### config.mk
export PLATFORM = sky130hd
export DESIGN_NAME = onchip_break_event_detector
export DESIGN_NICKNAME = d
export VERILOG_FILES = /design/src/pkg/break_event_pkg.sv /design/src/verilog/pc_match_channel.sv /design/src/verilog/data_access_comparator.sv /design/src/verilog/onchip_break_event_detector.sv
export SDC_FILE = /design/constraint.sdc
export NUM_CORES = 1
export LEC_CHECK = 0
export BUFFER_PORTS_ARGS = -buffer_cell sky130_fd_sc_hd__buf_2
export CAP_MARGIN = 30
export CORE_AREA = 2 2 152 154
export CTS_BUF_LIST = sky130_fd_sc_hd__clkbuf_16
export CTS_CLUSTER_SIZE = 16
export DETAILED_ROUTE_END_ITERATION = 8
export DIE_AREA = 0 0 154 156
export SYNTH_ARGS = -nofsm -noshare
export SYNTH_HDL_FRONTEND = slang
export SYNTH_HIERARCHICAL = 1
export SYNTH_SLANG_ARGS = --single-unit
### constraint.sdc
create_clock -name clock -period 3.4 [get_ports clock]
set_clock_uncertainty 0.2 [all_clocks]
set_input_delay 0 -clock clock [delete_from_list [all_inputs] [get_ports clock]]
set_output_delay 0 -clock clock [all_outputs]
set_load 0.005 [all_outputs]
### src/pkg/break_event_pkg.sv
// package: shared types and constants for the on-chip break event detector
package break_event_pkg;

    // ==========================================================
    // widths and counts
    localparam int ADDR_W = 20;
    localparam int DATA_W = 16;
    localparam int PC_CHANNELS = 8;
    localparam int MASK_BITS_W = 4;
    localparam int MASK_BITS_MIN = 1;
    localparam int MASK_BITS_MAX = 15;

    // ==========================================================
    // reset values
    localparam logic [PC_CHANNELS-1:0] PC_ENABLE_RST = 8'h00;
    localparam logic MATCH_RST = 1'b0;

    // ==========================================================
    // enumerations
    typedef enum logic [1:0] {
        DIR_READ_WRITE = 2'b00,
        DIR_READ = 2'b01,
        DIR_WRITE = 2'b10
    } access_dir_t;

    typedef enum logic [1:0] {
        SIZE_ANY = 2'b00,
        SIZE_BYTE = 2'b01,
        SIZE_WORD = 2'b10
    } access_size_t;

    // event kind held by each slot: address match or data access
    typedef enum logic [0:0] {
        EVENT_ADDRESS_MATCH = 1'b0,
        EVENT_DATA_ACCESS = 1'b1
    } data_access_event_type_t;

    // ==========================================================
    // carriers
    typedef struct packed {
        logic valid;
        logic from_dtc;
        logic is_write;
        logic is_word;
        logic [ADDR_W-1:0] addr;
        logic [DATA_W-1:0] data;
    } bus_access_t;

    typedef struct packed {
        logic enable;
        logic [ADDR_W-1:0] addr;
        logic addr_mask_en;
        logic [MASK_BITS_W-1:0] addr_mask_bits;
        access_dir_t dir;
        access_size_t size;
        logic data_cmp_en;
        logic [DATA_W-1:0] data_value;
        logic data_mask_en;
        logic [DATA_W-1:0] data_mask;
    } data_event_cfg_t;

endpackage

### src/verilog/pc_match_channel.sv
// one program-counter comparator channel
`timescale 1ns/1ps
module pc_match_channel
    import break_event_pkg::*;
#(
    parameter int AW = ADDR_W
) (
    // clock and reset
    input wire logic clock,
    input wire logic rst_b,
    // configuration
    input wire logic enable,
    input wire logic [AW-1:0] match_addr,
    // fetch stream
    input wire logic fetch_valid,
    input wire logic [AW-1:0] fetch_addr,
    // result
    output logic hit_q
);

    // ==========================================================
    // compare registered so the break lands before the fetched op runs
    always_ff @(posedge clock) begin
        if (!rst_b) begin
            hit_q <= MATCH_RST;
        end else begin
            hit_q <= enable && fetch_valid && (fetch_addr == match_addr);
        end
    end

endmodule // pc_match_channel

### src/verilog/data_access_comparator.sv
// one data-access comparator with optional data compare
`timescale 1ns/1ps
module data_access_comparator
    import break_event_pkg::*;
#(
    parameter bit HAS_DATA_CMP = 1'b1
) (
    // clock and reset
    input wire logic clock,
    input wire logic rst_b,
    // configuration and access
    input wire data_event_cfg_t cfg,
    input wire bus_access_t acc,
    // result
    output logic hit_q
);

    // ==========================================================
    // low address bits to ignore, all ones in the masked positions
    function automatic logic [ADDR_W-1:0] low_mask(input logic [MASK_BITS_W-1:0] n);
        low_mask = ADDR_W'((32'h1 << n) - 32'h1);
    endfunction

    logic addr_ok;
    logic dir_ok;
    logic size_ok;
    logic data_ok;
    logic [ADDR_W-1:0] ign;
    logic [DATA_W-1:0] dmask;
    logic [DATA_W-1:0] width_mask;

    // ==========================================================
    // qualifier terms
    always_comb begin
        ign = cfg.addr_mask_en ? low_mask(cfg.addr_mask_bits) : '0;
        addr_ok = ((acc.addr ^ cfg.addr) & ~ign) == '0;
        case (cfg.dir)
            DIR_READ: dir_ok = !acc.is_write;
            DIR_WRITE: dir_ok = acc.is_write;
            default: dir_ok = 1'b1;
        endcase
        case (cfg.size)
            SIZE_BYTE: size_ok = !acc.is_word;
            SIZE_WORD: size_ok = acc.is_word;
            default: size_ok = 1'b1;
        endcase
        // byte accesses only compare the low lane
        width_mask = acc.is_word ? 16'hFFFF : 16'h00FF;
        // a zero mask means nothing is masked out
        dmask = (cfg.data_mask_en && cfg.data_mask != '0) ? ~cfg.data_mask : 16'hFFFF;
        data_ok = !(HAS_DATA_CMP && cfg.data_cmp_en) ||
            (((acc.data ^ cfg.data_value) & dmask & width_mask) == '0);
    end

    // ==========================================================
    // match pulse, one per qualifying bus cycle
    always_ff @(posedge clock) begin
        if (!rst_b) begin
            hit_q <= MATCH_RST;
        end else begin
            hit_q <= cfg.enable && acc.valid && !acc.from_dtc &&
                addr_ok && dir_ok && size_ok && data_ok;
        end
    end
endmodule // data_access_comparator

### src/verilog/onchip_break_event_detector.sv
// top of the on-chip break event detector: pc channels and two data events
`timescale 1ns/1ps

module onchip_break_event_detector
    import break_event_pkg::*;
#(
    parameter int CHANNELS = PC_CHANNELS
) (
    // clock and reset
    input wire logic clock,
    input wire logic rst_b,
    // pc channel configuration
    input wire logic [CHANNELS-1:0] pc_enable,
    input wire logic [CHANNELS-1:0][ADDR_W-1:0] pc_addr,
    input wire logic [CHANNELS-1:0] channel_kind_load,
    // instruction fetch stream
    input wire logic fetch_valid,
    input wire logic [ADDR_W-1:0] fetch_addr,
    // data event configuration
    input wire data_event_cfg_t first_cfg,
    input wire data_event_cfg_t second_cfg,
    // cpu bus data accesses
    input wire bus_access_t bus_acc,
    // results
    output logic [CHANNELS-1:0] pc_hit,
    output logic first_hit,
    output logic second_hit,
    output logic [3:0] pc_enabled_count_q,
    output data_access_event_type_t event_slot_label [CHANNELS+2]
);

    // ==========================================================
    // elaboration check: channel numbering only reaches seven
    if (CHANNELS < 1 || CHANNELS > PC_CHANNELS) begin : g_bad_channels
        $error("channel count out of range");
    end

    logic [CHANNELS-1:0] pc_en_q;
    data_event_cfg_t second_cfg_eff;

    function automatic logic [3:0] count_ones(input logic [CHANNELS-1:0] v);
        count_ones = 4'h0;
        for (int i = 0; i < CHANNELS; i++) begin
            count_ones = count_ones + 4'(v[i]);
        end
    endfunction

    // ==========================================================
    // enable register, loaded each cycle, cleared by reset
    always_ff @(posedge clock) begin
        if (!rst_b) begin
            pc_en_q <= PC_ENABLE_RST;
        end else begin
            pc_en_q <= pc_enable;
        end
    end

    // enabled-channel count, visible to the host for its budgeting
    always_ff @(posedge clock) begin
        if (!rst_b) begin
            pc_enabled_count_q <= 4'h0;
        end else begin
            pc_enabled_count_q <= count_ones(pc_en_q);
        end
    end

    // ==========================================================
    // slot kind labels: pc channels first, then the two data events
    always_comb begin
        for (int i = 0; i < CHANNELS; i++) begin
            event_slot_label[i] = EVENT_ADDRESS_MATCH;
        end
        event_slot_label[CHANNELS] = EVENT_DATA_ACCESS;
        event_slot_label[CHANNELS+1] = EVENT_DATA_ACCESS;
    end

    // ==========================================================
    // pc comparator channels, one per channel, enabled or not
    for (genvar c = 0; c < CHANNELS; c++) begin : g_pc
        pc_match_channel #(
            .AW(ADDR_W)
        ) u_chan (
            .clock(clock),
            .rst_b(rst_b),
            .enable(pc_en_q[c]),
            .match_addr(pc_addr[c]),
            .fetch_valid(fetch_valid),
            .fetch_addr(fetch_addr),
            .hit_q(pc_hit[c])
        );
    end

    // ==========================================================
    // the second event has no data compare path even if asked
    always_comb begin
        second_cfg_eff = second_cfg;
        second_cfg_eff.data_cmp_en = 1'b0;
    end

    data_access_comparator #(
        .HAS_DATA_CMP(1'b1)
    ) u_first (
        .clock(clock),
        .rst_b(rst_b),
        .cfg(first_cfg),
        .acc(bus_acc),
        .hit_q(first_hit)
    );

    data_access_comparator #(
        .HAS_DATA_CMP(1'b0)
    ) u_second (
        .clock(clock),
        .rst_b(rst_b),
        .cfg(second_cfg_eff),
        .acc(bus_acc),
        .hit_q(second_hit)
    );
endmodule // onchip_break_event_detector

Word level (Yosys, flattened, before mapping)
Index checks and enable logic that the tools add are counted.

storage, ports and cells
  flip-flop bits (word level) = 22
  latch bits = 0
  bits in writable memories = 0
  ROM bits = 0
  input port bits = 367
  output and inout port bits = 24
  word-level logic and storage cells = 94
  memories = 0

cells by class
  $add $sub $neg = 9
  multipliers = 0
  divide/modulo/power cells = 0
  $lt $le $gt $ge = 0
  equality and inequality tests = 16
  shift-type cells = 2
  mux-type cells = 8
  bitwise logic cells = 10
  reduce and logical (&&, ||, !) cells = 37

operator list
  operator                 number
  $eq A20 B20 Y1           8
  $and A20 B20 Y20         2
  $logic_not A20 Y1        2
  $mux W20                 2
  $not A20 Y20             2
  $shl A1 B4 Y20 const A   2
  $sub A20 B1 Y20 const B  2
  $xor A20 B20 Y20         2
  $and A16 B16 Y16         2
  $mux W16                 2
  $logic_and A1 B1 Y1      28
  $add A4 B1 Y4            4
  $logic_not A16 Y1        1
  $not A16 Y16             1
  $reduce_bool A16 Y1      1
  $xor A16 B16 Y16         1
  $eq A2 B1 Y1 const B     4
  $eq A2 B2 Y1 const B     4
  $pmux W1 S2              4
  $add A3 B1 Y4            1
  $logic_not A1 Y1         4
  $add A2 B1 Y3            1
  $add A1 B1 Y2            1
  $logic_or A1 B1 Y1       1

Longest topological paths before layout
  depth in word-level cells = 10
  depth in mapped cells = 10
  depth with buffers taken out = 10

Modules after synthesis
Netlist, hierarchy kept.

modules (own cells, without submodules)
  module                             times used  cells each  area an instance (sq um)  sequential area each (sq um)
  pc_match_channel                   8           29          247.7                     20.0
  data_access_comparator (u_first)   1           137         1,041.0                   20.0
  data_access_comparator (u_second)  1           90          685.7                     20.0
  onchip_break_event_detector        1           60          589.3                     240.2

Worst setup path before layout
OpenSTA, ideal clock, no wires.

  path kind = reg2reg
  start point = reg pc_en_q[0]
  end point = reg pc_enabled_count_q[2]
  setup time = 0.115 ns
  arrival time = 2.678 ns
  data required time = 3.085 ns
  slack = 0.408 ns
  stages on the path, launching flop included = 11
  buffers on the path = 0
  period minus slack after synthesis = 2.992 ns
  cell sequence = dfxtp_1 -> inv_1 -> fa_1 -> fa_1 -> fa_1 -> inv_1 -> ha_1 -> inv_1 -> fa_1 -> xnor2_1 -> and2_1

between the ends
  cells in the longest elaborated chain, start to end = 7

ends and longest elaborated chain
  item                         line                               source
  start: declaration           onchip_break_event_detector.sv:38  logic [CHANNELS-1:0] pc_en_q;
  start signal: assignment     onchip_break_event_detector.sv:54  pc_en_q <= pc_enable;
  $add A1 B1 Y2                onchip_break_event_detector.sv:44  count_ones = count_ones + 4'(v[i]);
  $add A2 B1 Y3                onchip_break_event_detector.sv:44
  $add A3 B1 Y4                onchip_break_event_detector.sv:44
  $add A4 B1 Y4 (4 in series)  onchip_break_event_detector.sv:44
  end signal: assignment       onchip_break_event_detector.sv:63  pc_enabled_count_q <= count_ones(pc_en_q);
  end: declaration             onchip_break_event_detector.sv:28  output logic [3:0] pc_enabled_count_q,

Every way passes these cells.
A chain may end at the register's enable or synchronous reset.

Final worst setup path
Same ends and word-level chain as after synthesis.

==> impl_metrics.toml <==
[detailed_routing]
drt-initial-drc-count = 241
viasPerCell = 4.37
postRouteAntennaNets = 0
drt-total-wl_um = 18700
drc = 0
routedWlPerCell_um = 15.9
vias = 5131
dr.pass1.iters = 4

[clock_network]
cts_hold_buffers = 42
root_buffer = "clkbuf_16"
cts.clk_slew.worst_paths_ns = 0.07
ctsResizeCount = 0
clock_latency_ns = 0.26
cts_setup_buffers = 0
clk_path_buf_depth = 2
clkSinkCount = 22
numCtsBuffers = 3
cts_tree = "yes"
htree_levels = 1

[die]
die_w_um = 154
fp.dieH_um = 156
core_area_um2 = 22400
ios = 391
die_area_um2 = 24000
rows = 55
start_util = 0.192

[placement]
portBuffers = 338
routabilityCongestion = 0.887
hpwl_um = 16500
dp_slack_ns = 0.296

[finish]
syn_to_final_growth_pct = 56.3
nets = 1271
drive_gt1_frac = 0.411

[synth]
ys.flop_type = "dfxtp_1"
async_flop_share = 0
synth.avg_cell_area_um2 = 8.28
netlist_area_um2 = 4300
ys_ff_latch = 22
synth.distinct_cells = 53
synth_warnings = 6
ys_seq_area_frac = 0.102
synthCells = 519
synth_edf_count = 0

[sta]
worst-slew-pin-transition_ns = 0.876
hold_slack_ns = -0.00959
finalCritPeriodShare = 0.911
fmax_mhz = 323
rsz0062_at_grt = "false"
fin_tns_setup_ns = 0
final-setup-viol-count = 0
fin_ws_ns = 0.302
min_period_ns = 3.10
timing.slew.headroom = 0.411
hold_viol = 2
maxSlewViolCount = 0

[worst_setup_path]
cpMostUsedCell = "fa_1"
startpoint_type = "register"
critPathMaxStageDelay_ns = 0.55
critPathArrivalTime_ns = 3.06
slowest_stage = "fa_1"
cp_cell_sequence = "inv_1, fa_1, fa_1, fa_1, inv_1, ha_1, inv_1, fa_1, xnor2_1, and2_1"
end_kind = "register"
crit_fanout = 2
path_class = "register to register"
worst_ep_required_time_ns = 3.36
regToRegSetupSlack_ns = 0.30

[grt]
grt_pass1_vias = 4959
grt.total_usage = 0.148
grt_max_degree = 23
grt_overflow = 0
grt_pass1_wl_um = 27100
grt_antenna_before_repair = 7

[power_and_ir_drop]
p_per_area_nw_per_um2 = 200
cellLeakagePower_nw = 3.07
ir_drop_mv = 0.140

[flow_run]
drv_cap = 0

[run_status]
violations = "negative hold slack"
status = "complete, but fails checks"

[hold_path]
hold_class = "primary input to register"
## metal layers
metal	routed length, µm	global-route usage	vias up
met5	36	0	-
met2	10200	0.305	257
met3	1400	0.0300	24
li1	-	-	2544
met1	6580	0.146	2300
met4	421	0.0432	6
## cells in the final DEF (no fill, tap or decap), types with 3 or more instances in the layout
cell type / netlist / layout
mux2_2: 3 / 3
o22ai_1: 8 / 8
nand4_1: 28 / 28
a31oi_1: 10 / 10
nand2_1: 8 / 8
and2_1: 12 / 12
nor4_1: 32 / 32
a21oi_1: 14 / 14
nor2b_1: 3 / 3
o211ai_1: 4 / 4
dlygate4sd3_1: 0 / 43
fa_1: 4 / 4
nand4b_1: 4 / 4
nand2b_1: 3 / 3
nor2_1: 8 / 8
nor3_1: 11 / 11
xnor2_1: 78 / 78
o21ai_0: 6 / 6
conb_1: 2 / 10
clkbuf_16: 0 / 3
buf_2: 4 / 338
inv_1: 26 / 26
xor2_1: 141 / 141
nand3_1: 7 / 7
o21bai_1: 3 / 3
nor3_2: 10 / 10
ha_1: 13 / 13
dfxtp_1: 22 / 22
## cells by family (layout without fill, tap and decap cells)
kind of cell | Yosys count | count (layout) | synth area share
AOI/OAI and AO/OA | 66 | 66 | 0.109
xor gates and xnor gates | 219 | 219 | 0.446
adders and majority gates | 18 | 18 | 0.0588
buffers and inverters | 52 | 411 | 0.0687
DFF | 22 | 22 | 0.102
muxes | 3 | 3 | 0.00786
other | 2 | 12 | 0.00175
and+or+nand+nor | 137 | 137 | 0.205
## worst max-delay path, delay by kind of cell (launching register included)
| family | cells | cell delay (ns) |
|---|---|---|
| AND/OR/NAND/NOR | 1 | 0.15 |
| buffers and inverters | 3 | 0.18 |
| adder cells (fa/ha/maj) | 5 | 2.01 |
| flip-flops | 1 | 0.33 |
| XOR/XNOR | 1 | 0.13 |
## stage by stage
step	util	hold slack (ns)	cells	power (W)	area (µm²)
floorplan	-	-0.0783	527	0.000643	4330
global placement	0.276	0.00818	1124	0.000971	6180
detailed placement	0.276	0.0114	1124	0.000979	6180
CTS	0.300	0.000749	1170	0.00137	6700
global route	0.300	0.0221	1172	0.00145	6720
finish	0.300	-0.00959	1173	0.00134	6720
## synthesized netlist by cell type, types with 3 or more instances
library cell / number / area [µm²]
nor3_2: 10 / 100
o22ai_1: 8 / 50.1
nand3_1: 7 / 35.0
buf_6: 4 / 45.0
dfxtp_1: 22 / 440
nor2_1: 8 / 30.0
nand2b_1: 3 / 18.8
o21ai_0: 6 / 30.0
nor2b_1: 3 / 18.8
o21bai_1: 3 / 22.5
nor4_1: 32 / 200
ha_1: 13 / 163
and2_1: 12 / 75.1
nand4_1: 28 / 175
buf_2: 4 / 20.0
mux2_2: 3 / 33.8
xor2_1: 141 / 1230
xnor2_1: 78 / 683
nor3_1: 11 / 55.1
nand4b_1: 4 / 35.0
fa_1: 4 / 80.1
o211ai_1: 4 / 30.0
a31oi_1: 10 / 62.6
inv_1: 26 / 97.6
buf_4: 16 / 120
nand2_1: 8 / 30.0
a21oi_1: 14 / 70.1
## path summary, 6_finish.rpt
path / from / endpoint / cells after the start
setup / recovery: pc_en_q[0] / pc_enabled_count_q[2] / 10
hold / removal: pc_addr[32] / g_pc[1].u_chan/hit_q / 4
setup reg to reg: pc_en_q[0] / pc_enabled_count_q[2] / 10
hold reg to reg: pc_en_q[1] / g_pc[1].u_chan/hit_q / 2
## sequential cells by signal (all words and copies together) (netlist names)
signal              flops
u_first/hit_q           1
g_pc.u_chan/hit_q       8
pc_en_q                 8
u_second/hit_q          1
pc_enabled_count_q      4
## where the power goes
part	leakage, nW	total (W)	internal (W)	switching [W]
registers	0.180	0.000274	0.000270	0.00000405
clock network	0.0511	0.000340	0.000234	0.000105
logic	2.84	0.000731	0.000372	0.000359
total	3.07	0.00134	0.000876	0.000469
## cell type report
type	count	area (µm²)
Tap cell	285	357
Clock buffer	3	75.1
Antenna cell	2	5.00
Sequential cell	22	440
Multi-Input combinational cell	453	3590
Fill cell	2441	15600
Timing Repair Buffer	381	2120
Inverter	26	97.6
Clock inverter	1	30.0
Power figures use the tool's default switching activity.
